$ cat src/hw/csm_defines.svh
// Constants for the core mode, page and stack pointer register bank
// ==========================================================================
// Operation
// - Page pointer holds 6-bit page, retained
// - Page pointer bits 1:0 always read zero
// - Mode register resets to E0h
// - Mode bit 7 puts system stack internal
// - Mode bit 6 puts user stack internal
// - Mode bit 5 halves the oscillator clock
// - Mode bits 4:2 prescale internal clock 1-8
// - Mode bit 1 enables bus request input
// - Mode bit 0 floats external bus lines
// - Float leaves general purpose port pins alone
// - Push pre-decrements, pop post-increments pointer
// - Pop never writes stack contents
// - Interrupt pushes PC, flags, optionally segment
// - Call pushes PC; segment call adds segment
// - Internal stack uses low pointer byte only
// - Four megabytes: 64 segments, 4 pages each
// - Each segment wholly internal or external
// - Four data page, three segment registers
// - Segment register chosen by access kind
// - Data access: page register prefixes 14 bits
// - Code and DMA: segment prefixes 16 bits
`ifndef CSM_DEFINES_SVH
`define CSM_DEFINES_SVH

// ==========================================================================
// Register file addresses
`define CSM_R_DPR_RELOC  8'he0
`define CSM_R_PAGE       8'hea
`define CSM_R_MODE       8'heb
`define CSM_R_USP_HI     8'hec
`define CSM_R_USP_LO     8'hed
`define CSM_R_SSP_HI     8'hee
`define CSM_R_SSP_LO     8'hef
`define CSM_R_DPR0       8'hf0
`define CSM_R_CSR        8'hf4
`define CSM_R_EXTENDED_MODE_REG_TWO       8'hf6
`define CSM_R_ISR        8'hf8
`define CSM_R_DMA_SEGMENT_REG      8'hf9
`define CSM_MMU_PAGE     6'h15

// ==========================================================================
// Field positions and reset values
`define CSM_MODE_SSP     7
`define CSM_MODE_USP     6
`define CSM_MODE_OSCILLATOR_HALVING    5
`define CSM_MODE_PRS_HI  4
`define CSM_MODE_PRS_LO  2
`define CSM_MODE_BUS_REQUEST_ENABLE   1
`define CSM_MODE_BUS_FLOAT_ENABLE    0
`define CSM_EXTENDED_MODE_REG_TWO_SEGPUSH 7
`define CSM_EXTENDED_MODE_REG_TWO_RELOC   5
`define CSM_MODE_RESET   8'he0
`define CSM_PAGE_RESET   6'h00
`define CSM_SP_RESET     16'h0000
`define CSM_SEG_RESET    6'h00

`endif

$ cat src/hw/csm_pkg.sv
// Types for the core mode, page and stack pointer register bank
`default_nettype none
package csm_pkg;

	typedef enum logic [3:0] {
		CSM_IDLE     = 4'b0001,
		CSM_PUSH_FLG = 4'b0010,
		CSM_PUSH_SEG = 4'b0100,
		CSM_SPARE    = 4'b1000
	} csm_fsm_t;

	typedef enum logic [1:0] {
		CSM_ACC_CODE = 2'h0,
		CSM_ACC_IRQ  = 2'h1,
		CSM_ACC_DATA = 2'h2,
		CSM_ACC_DMA  = 2'h3
	} csm_access_t;

	typedef struct packed {
		logic [5:0]      page;
		logic [7:0]      mode;
		logic [15:0]     user_stack_internal_sel;
		logic [15:0]     system_stack_internal_sel;
		logic [3:0][7:0] data_page_regs;
		logic [5:0]      code_segment_reg;
		logic [5:0]      interrupt_segment_reg;
		logic [5:0]      dma_segment_reg;
		logic            seg_push;
		logic            dpr_reloc;
		logic [7:0]      rd_data;
		csm_fsm_t        fsm;
		logic            seg_pend;
		logic [7:0]      cap_flags;
		logic [15:0]     stk_addr;
		logic [15:0]     stk_data;
		logic            stk_we;
		logic            stk_rd;
		logic            stk_word;
		logic            stk_int;
		logic            stk_busy;
		logic            osc_tog;
		logic [2:0]      pre_cnt;
		logic            int_clk_en;
		logic            cpu_clk_en;
		logic            bus_grant;
		logic            strobes_float;
		logic [15:0]     pins_float;
		logic [21:0]     paddr;
		logic            paddr_ext;
		logic            paddr_vld;
	} csm_state_t;

endpackage

`default_nettype wire

$ cat src/hw/csm_core_regs.sv
// Core mode, page pointer, stack pointer and address extension logic
`timescale 1ns/100ps
`default_nettype none
`include "csm_defines.svh"

module csm_core_regs #(
	parameter logic [63:0] INT_SEG_MAP = 64'h0000_0000_0000_0001
) (
	input  wire logic                 clk_sys,
	input  wire logic                 rst_n,
	// Register file port from the core
	input  wire logic [7:0]           reg_addr,
	input  wire logic                 reg_wr,
	input  wire logic                 reg_rd,
	input  wire logic [7:0]           reg_wdata,
	output logic      [7:0]           reg_rdata,
	// Set-page instruction
	input  wire logic                 spp_load,
	input  wire logic [5:0]           spp_value,
	// Explicit push and pop
	input  wire logic                 stk_req,
	input  wire logic                 stk_push,
	input  wire logic                 stk_user,
	input  wire logic                 stk_word,
	input  wire logic [15:0]          stk_wdata,
	// Automatic pushes
	input  wire logic                 irq_entry,
	input  wire logic                 call_plain,
	input  wire logic                 call_seg,
	input  wire logic [15:0]          prog_counter,
	input  wire logic [7:0]           flag_reg,
	output logic                      stk_busy,
	output logic [15:0]               stk_addr,
	output logic [15:0]               stk_data,
	output logic                      stk_we,
	output logic                      stk_rd,
	output logic                      stk_word_out,
	output logic                      stk_internal,
	// Clock enables
	output logic                      internal_clock,
	output logic                      processor_clock,
	// External bus control
	input  wire logic                 bus_request_pin,
	output logic                      bus_request_grant,
	input  wire logic [15:0]          ext_addr_lines,
	output logic [15:0]               ext_lines_float,
	output logic                      strobes_float,
	// Address extension
	input  wire logic                 mmu_req,
	input  wire csm_pkg::csm_access_t mmu_kind,
	input  wire logic                 irq_use_isr,
	input  wire logic                 dma_use_dma_segment_reg,
	input  wire logic [15:0]          mmu_vaddr,
	output logic [21:0]               mmu_paddr,
	output logic                      mmu_external,
	output logic                      mmu_valid
);

	csm_pkg::csm_state_t s;
	csm_pkg::csm_state_t n;

	// ==========================================================================
	// Helpers
	// Internal stacks wrap within the low byte; high byte left untouched
	function automatic logic [15:0] sp_step(
		input logic [15:0] sp,
		input logic        internal,
		input logic        down,
		input logic        word
	);
		logic [15:0] d;
		logic [15:0] r;
		d = word ? 16'h0002 : 16'h0001;
		r = down ? sp - d : sp + d;
		sp_step = internal ? {sp[15:8], r[7:0]} : r;
	endfunction

	function automatic logic [15:0] sp_addr(input logic [15:0] sp, input logic internal);
		sp_addr = internal ? {8'h00, sp[7:0]} : sp;
	endfunction

	// ==========================================================================
	// Next state
	always_comb begin
		logic [7:0]  rv;
		logic [15:0] sp;
		logic        inl;
		logic [5:0]  seg;
		rv = 8'h00;
		sp = 16'h0000;
		inl = 1'b0;
		seg = 6'h00;
		n = s;
		n.stk_we = 1'b0;
		n.stk_rd = 1'b0;
		n.int_clk_en = 1'b0;
		n.cpu_clk_en = 1'b0;
		n.paddr_vld = 1'b0;

		// Oscillator halving then prescaler, both as enables
		n.osc_tog = ~s.osc_tog;
		if (!s.mode[`CSM_MODE_OSCILLATOR_HALVING] || s.osc_tog) begin
			n.int_clk_en = 1'b1;
			if (s.pre_cnt >= s.mode[`CSM_MODE_PRS_HI:`CSM_MODE_PRS_LO]) begin
				n.pre_cnt = 3'h0;
				n.cpu_clk_en = 1'b1;
			end else begin
				n.pre_cnt = s.pre_cnt + 3'h1;
			end
		end

		// Bus request gating and float control
		n.bus_grant = bus_request_pin & s.mode[`CSM_MODE_BUS_REQUEST_ENABLE];
		n.strobes_float = s.mode[`CSM_MODE_BUS_FLOAT_ENABLE];
		// Only lines configured as address or data float; I/O pins excluded
		n.pins_float = ext_addr_lines & {16{s.mode[`CSM_MODE_BUS_FLOAT_ENABLE]}};

		// Set-page instruction
		if (spp_load) begin
			n.page = spp_value;
		end

		// Register writes
		if (reg_wr) begin
			if (reg_addr == `CSM_R_PAGE) begin
				n.page = reg_wdata[7:2];
			end else if (reg_addr == `CSM_R_MODE) begin
				n.mode = reg_wdata;
			end else if (reg_addr == `CSM_R_USP_HI) begin
				n.user_stack_internal_sel[15:8] = reg_wdata;
			end else if (reg_addr == `CSM_R_USP_LO) begin
				n.user_stack_internal_sel[7:0] = reg_wdata;
			end else if (reg_addr == `CSM_R_SSP_HI) begin
				n.system_stack_internal_sel[15:8] = reg_wdata;
			end else if (reg_addr == `CSM_R_SSP_LO) begin
				n.system_stack_internal_sel[7:0] = reg_wdata;
			end else if (s.dpr_reloc && reg_addr[7:2] == `CSM_R_DPR_RELOC >> 2) begin
				n.data_page_regs[reg_addr[1:0]] = reg_wdata;
			end else if (s.page == `CSM_MMU_PAGE) begin
				if (!s.dpr_reloc && reg_addr[7:2] == `CSM_R_DPR0 >> 2) begin
					n.data_page_regs[reg_addr[1:0]] = reg_wdata;
				end else if (reg_addr == `CSM_R_CSR) begin
					n.code_segment_reg = reg_wdata[5:0];
				end else if (reg_addr == `CSM_R_EXTENDED_MODE_REG_TWO) begin
					n.seg_push = reg_wdata[`CSM_EXTENDED_MODE_REG_TWO_SEGPUSH];
					n.dpr_reloc = reg_wdata[`CSM_EXTENDED_MODE_REG_TWO_RELOC];
				end else if (reg_addr == `CSM_R_ISR) begin
					n.interrupt_segment_reg = reg_wdata[5:0];
				end else if (reg_addr == `CSM_R_DMA_SEGMENT_REG) begin
					n.dma_segment_reg = reg_wdata[5:0];
				end
			end
		end

		// Register reads, answered one cycle later
		if (reg_addr == `CSM_R_PAGE) begin
			rv = {s.page, 2'b00};
		end else if (reg_addr == `CSM_R_MODE) begin
			rv = s.mode;
		end else if (reg_addr == `CSM_R_USP_HI) begin
			rv = s.user_stack_internal_sel[15:8];
		end else if (reg_addr == `CSM_R_USP_LO) begin
			rv = s.user_stack_internal_sel[7:0];
		end else if (reg_addr == `CSM_R_SSP_HI) begin
			rv = s.system_stack_internal_sel[15:8];
		end else if (reg_addr == `CSM_R_SSP_LO) begin
			rv = s.system_stack_internal_sel[7:0];
		end else if (s.dpr_reloc && reg_addr[7:2] == `CSM_R_DPR_RELOC >> 2) begin
			rv = s.data_page_regs[reg_addr[1:0]];
		end else if (s.page == `CSM_MMU_PAGE) begin
			if (!s.dpr_reloc && reg_addr[7:2] == `CSM_R_DPR0 >> 2) begin
				rv = s.data_page_regs[reg_addr[1:0]];
			end else if (reg_addr == `CSM_R_CSR) begin
				rv = {2'b00, s.code_segment_reg};
			end else if (reg_addr == `CSM_R_EXTENDED_MODE_REG_TWO) begin
				rv = {s.seg_push, 1'b0, s.dpr_reloc, 5'h00};
			end else if (reg_addr == `CSM_R_ISR) begin
				rv = {2'b00, s.interrupt_segment_reg};
			end else if (reg_addr == `CSM_R_DMA_SEGMENT_REG) begin
				rv = {2'b00, s.dma_segment_reg};
			end
		end
		if (reg_rd) begin
			n.rd_data = rv;
		end

		// Stack sequencer; automatic pushes go to the system stack
		inl = s.mode[`CSM_MODE_SSP];
		case (s.fsm)
			csm_pkg::CSM_IDLE: begin
				if (irq_entry || call_plain || call_seg) begin
					sp = sp_step(s.system_stack_internal_sel, inl, 1'b1, 1'b1);
					n.system_stack_internal_sel = sp;
					n.stk_addr = sp_addr(sp, inl);
					n.stk_data = prog_counter;
					n.stk_we = 1'b1;
					n.stk_word = 1'b1;
					n.stk_int = inl;
					n.cap_flags = flag_reg;
					n.seg_pend = irq_entry ? s.seg_push : call_seg;
					if (irq_entry) begin
						n.fsm = csm_pkg::CSM_PUSH_FLG;
					end else if (call_seg) begin
						n.fsm = csm_pkg::CSM_PUSH_SEG;
					end
				end else if (stk_req) begin
					inl = stk_user ? s.mode[`CSM_MODE_USP] : s.mode[`CSM_MODE_SSP];
					sp = stk_user ? s.user_stack_internal_sel : s.system_stack_internal_sel;
					n.stk_word = stk_word;
					n.stk_int = inl;
					n.stk_data = stk_wdata;
					if (stk_push) begin
						sp = sp_step(sp, inl, 1'b1, stk_word);
						n.stk_addr = sp_addr(sp, inl);
						n.stk_we = 1'b1;
					end else begin
						// Pop reads only; old contents stay in place
						n.stk_addr = sp_addr(sp, inl);
						n.stk_rd = 1'b1;
						sp = sp_step(sp, inl, 1'b0, stk_word);
					end
					if (stk_user) begin
						n.user_stack_internal_sel = sp;
					end else begin
						n.system_stack_internal_sel = sp;
					end
				end
			end
			csm_pkg::CSM_PUSH_FLG: begin
				sp = sp_step(s.system_stack_internal_sel, inl, 1'b1, 1'b0);
				n.system_stack_internal_sel = sp;
				n.stk_addr = sp_addr(sp, inl);
				n.stk_data = {8'h00, s.cap_flags};
				n.stk_we = 1'b1;
				n.stk_word = 1'b0;
				n.stk_int = inl;
				n.fsm = s.seg_pend ? csm_pkg::CSM_PUSH_SEG : csm_pkg::CSM_IDLE;
			end
			csm_pkg::CSM_PUSH_SEG: begin
				sp = sp_step(s.system_stack_internal_sel, inl, 1'b1, 1'b0);
				n.system_stack_internal_sel = sp;
				n.stk_addr = sp_addr(sp, inl);
				n.stk_data = {10'h000, s.code_segment_reg};
				n.stk_we = 1'b1;
				n.stk_word = 1'b0;
				n.stk_int = inl;
				n.fsm = csm_pkg::CSM_IDLE;
			end
			default: begin
				n.fsm = csm_pkg::CSM_IDLE;
			end
		endcase
		n.stk_busy = (n.fsm != csm_pkg::CSM_IDLE);

		// Virtual to 22-bit physical address
		if (mmu_req) begin
			n.paddr_vld = 1'b1;
			case (mmu_kind)
				csm_pkg::CSM_ACC_CODE: seg = s.code_segment_reg;
				csm_pkg::CSM_ACC_IRQ:  seg = irq_use_isr ? s.interrupt_segment_reg : s.code_segment_reg;
				csm_pkg::CSM_ACC_DMA:  seg = dma_use_dma_segment_reg ? s.dma_segment_reg : s.interrupt_segment_reg;
				default:               seg = 6'h00;
			endcase
			if (mmu_kind == csm_pkg::CSM_ACC_DATA) begin
				n.paddr = {s.data_page_regs[mmu_vaddr[15:14]], mmu_vaddr[13:0]};
			end else begin
				n.paddr = {seg, mmu_vaddr};
			end
			// Whole segment decides internal or external
			n.paddr_ext = ~INT_SEG_MAP[n.paddr[21:16]];
		end
	end

	// ==========================================================================
	// State register
	always_ff @(posedge clk_sys or negedge rst_n) begin
		if (!rst_n) begin
			s <= '0;
			s.fsm <= csm_pkg::CSM_IDLE;
			s.page <= `CSM_PAGE_RESET;
			s.mode <= `CSM_MODE_RESET;
			s.user_stack_internal_sel <= `CSM_SP_RESET;
			s.system_stack_internal_sel <= `CSM_SP_RESET;
			s.code_segment_reg <= `CSM_SEG_RESET;
		end else begin
			s <= n;
		end
	end

	// ==========================================================================
	// Outputs
	assign reg_rdata = s.rd_data;
	assign stk_busy = s.stk_busy;
	assign stk_addr = s.stk_addr;
	assign stk_data = s.stk_data;
	assign stk_we = s.stk_we;
	assign stk_rd = s.stk_rd;
	assign stk_word_out = s.stk_word;
	assign stk_internal = s.stk_int;
	assign internal_clock = s.int_clk_en;
	assign processor_clock = s.cpu_clk_en;
	assign bus_request_grant = s.bus_grant;
	assign ext_lines_float = s.pins_float;
	assign strobes_float = s.strobes_float;
	assign mmu_paddr = s.paddr;
	assign mmu_external = s.paddr_ext;
	assign mmu_valid = s.paddr_vld;

endmodule // csm_core_regs

`default_nettype wire

$ cat config.mk
export PLATFORM = sky130hd
export DESIGN_NAME = csm_core_regs
export DESIGN_NICKNAME = d
export VERILOG_FILES = /design/src/hw/csm_pkg.sv /design/src/hw/csm_core_regs.sv
export VERILOG_INCLUDE_DIRS = /design/src /design/src/hw
export SDC_FILE = /design/constraint.sdc
export NUM_CORES = 1
export LEC_CHECK = 0
export ABC_CLOCK_PERIOD_IN_PS = 3860
export CORE_MARGIN = 2
export CORE_UTILIZATION = 65
export DETAILED_ROUTE_END_ITERATION = 8
export DONT_BUFFER_PORTS = 1
export GPL_ROUTABILITY_DRIVEN = 0
export PLACE_DENSITY = 0.91
export REMOVE_ABC_BUFFERS = 1
export SLEW_MARGIN = 40
export SYNTH_ARGS = -nofsm -noshare
export SYNTH_HDL_FRONTEND = slang
export SYNTH_SLANG_ARGS = --single-unit
$ cat constraint.sdc
create_clock -name clk_sys -period 3.86 [get_ports clk_sys]
set_input_delay 0.386 -clock clk_sys [delete_from_list [all_inputs] [get_ports clk_sys]]
set_output_delay 0.386 -clock clk_sys [all_outputs]
set_load 0.005 [all_outputs]
==> impl_metrics.yaml <==
outcome:
  status: "finished with violations"
  violations: "DRC, hold timing"
synthesis:
  seq_area_frac_synth: 0.389
  yosysWarnings: 0
  synthDistinctLibCells: 99
  synth_top_flop_cell: "dfrtp_1"
  synth_cells: 1334
  synth-edff-count: 0
  async_reset_ff_frac: 1.00
  syn-cell-area_um2: 13100
  syn_area_per_cell_um2: 9.85
  synth_seq_cells: 204
sta:
  setup_viol: 0
  hold_viol: 200
  setup_ws_ps: 638
  rsz0062_at_grt: "no"
  period_needed_ps: 3220
  fmax_mhz: 310
  skew_ps: 8.42
  relSlewSlack: 0.374
  whs_ps: -431
  fin_crit_sh: 0.835
  drv_slew: 0
  worstMarginPinSlew_ps: 936
power_and_ir_drop:
  clock_power_share: 0.303
  p_sw_frac: 0.361
  p_int_uw: 4510
  sequentialPowerShare: 0.429
  powerDensity_nw_per_um2: 526
  vdd_drop_max_mv: 0.310
  comb_power_share: 0.268
  totalPowerFinal_uw: 7060
  p_leak_uw: 0.00580
  p_switching_uw: 2550
clock_tree:
  root_buffer: "clkbuf_16"
  clkSlewWorstSetupHoldPaths_ps: 70
  htree_levels: 1
  cts_sinks: 204
  clockBufferDepth: 3
  tritoncts: "built"
  ctsResizeCount: 0
  numCtsBuffers: 22
  clk_latency_ps: 520
drt:
  drc: 1
  first_pass_iters: 9
  vias: 11000
  post_drt_wl_per_cell_um: 25.8
  ant_nets: 0
  viasPerCell: 7.34
  initialDrtViolationCount: 1819
  wirelength_mm: 38.6
die:
  die_x_um: 146
  rows: 52
  io_pins: 201
  core_um2: 20000
  die_area_um2: 21400
  fp.dieH_um: 146
  initial_utilization: 0.656
finish:
  drive_gt1_frac: 0.179
  final_common_cell: "dfrtp_1"
  fin_nets: 1338
  fin_cells: 1498
  diodes: 0
  areaGrowthSynthToFinish_pct: 2.12
  design_area_um2: 13400
  final_cell_mix: "dfrtp_1 (200), nand2_1 (140), mux2_2 (105)"
run:
  cap_violations: 0
placed_design:
  port_buffers: 0
  pre_cts_slack_ps: 760
  dp.cells: 1445
  placed_cell_area_um2: 12600
  place_hpwl_mm: 25.4
critical_path:
  cp.required_ps: 4270
  crit_path_end_kind: "flip-flop"
  arrival_ps: 3630
  criticalPathCategory: "reg2reg"
  critical_path.max_fanout: 10
  startpoint_type: "flip-flop"
grt:
  grt_overflow: 0
  grt_usage: 0.350
  grt_antenna_before_repair: 0
  grt_start_max_net_pins: 205
  grt_pass1_vias: 10700
  grt_pass1_wl_mm: 59.6
min_path:
  hold_path.class: "in2async"
-- Yosys cell counts, drive strengths merged (4+ instances only) --
library cell,number,area (um^2)
o21a,4,30.0
nor2,66,255
a31oi,13,81.3
nand4,12,75.1
nor3b,6,55.1
o31ai,9,72.6
inv,36,135
o21ai,75,390
mux4,18,405
o22ai,20,125
dfstp,4,105
nor2b,15,93.8
mux2,105,1180
nand2,140,526
xor2,20,175
a22oi,14,115
or3,9,56.3
clkbuf,61,259
o22a,5,43.8
and2,23,144
xnor2,24,210
or4,6,48.8
nand2b,7,43.8
a21oi,59,295
a21boi,4,30.0
mux2i,52,548
o211ai,13,97.6
a222oi,19,190
ha,12,150
dfrtp,200,5000
nand3b,7,68.8
nor3,36,195
nand3,34,170
a221o,13,130
buf,108,761
o2111ai,6,71.3
o221ai,6,52.6
nor4,14,145
a211oi,4,42.5
-- final timing paths --
path,startpoint,endpoint,slack (ps),cells after the start
worst max-delay path,s[158],s[162],640,10
worst min-delay path,rst_n,stk_rd,-430,0
worst max register to register,s[158],s[162],640,10
worst min register to register,s[47],s[47],430,1
max in group asynchronous,rst_n,s[169],3760,0
min in group clk_sys,irq_entry,s[95],0,1
-- critical path: stages (launching register included) --
cell,delay (ps)
dfrtp_1,520
inv_1,110
o21ai_0,380
ha_1,250
inv_1,70
fa_1,470
nor4_2,520
nor2_1,120
xnor2_1,250
o22ai_1,130
a211o_1,300
-- sequential cells by signal (all words and copies together), names as in the netlist, 8 cells and up --
register	count
s	114
mmu_paddr	22
ext_lines_float	16
stk_addr	16
stk_data	16
reg_rdata	8
-- cell type report --
class | count | area, um^2
Timing Repair Buffer | 23 | 205
Clock buffer | 31 | 614
Clock inverter | 9 | 114
Fill cell | 1425 | 6620
Sequential cell | 204 | 5110
Inverter | 36 | 135
Multi-Input combinational cell | 925 | 6910
Tap cell | 270 | 338
-- power by group through the flow --
stage | Sequential (uW) | Combinational [uW] | Clock [uW]
after global placement | 3010 | 1720 | 0
after global routing | 3040 | 2020 | 2240
final | 3030 | 1900 | 2140
after detailed placement | 3020 | 1780 | 0
after CTS | 2990 | 1810 | 2150
after floorplan | 2830 | 1400 | 0
-- through the flow --
step           TNS [ps]  utilization  hold WS (ps)
2_1_floorplan     -2050            -          90.4
3_3_place_gp          0        0.626          95.9
3_5_place_dp          0        0.627          94.4
4_1_cts               0        0.669          -440
5_1_grt               0        0.670          -438
6_report              0        0.670          -431
-- what timing repair did --
item	4_1_cts	5_1_grt
hold endpoints to repair	218	205
setup buffers	0	0
hold buffers	12	1
-- metal layers --
metal,wire length [um],GRT usage,share of wire,vias to the layer above
met4,2890,0.206,0.075,0
li1,-,-,-,4536
met3,5030,0.0947,0.13,275
met1,13600,0.442,0.35,5241
met5,0,0,0,-
met2,17100,0.544,0.44,936
-- logic make-up (layout without fill, tap and decap cells) --
family | after synthesis | count (layout) | share of synthesized area
and+or+nand+nor | 401 | 401 | 0.163
buffers and inverters | 205 | 99 | 0.0879
muxes | 175 | 175 | 0.162
DFF | 204 | 204 | 0.389
AOI/OAI and AO/OA | 290 | 290 | 0.154
xor gates and xnor gates | 44 | 44 | 0.0293
other | 1 | 1 | 0.000285
adders and majority gates | 14 | 14 | 0.0145
Power figures use the tool's default switching activity.
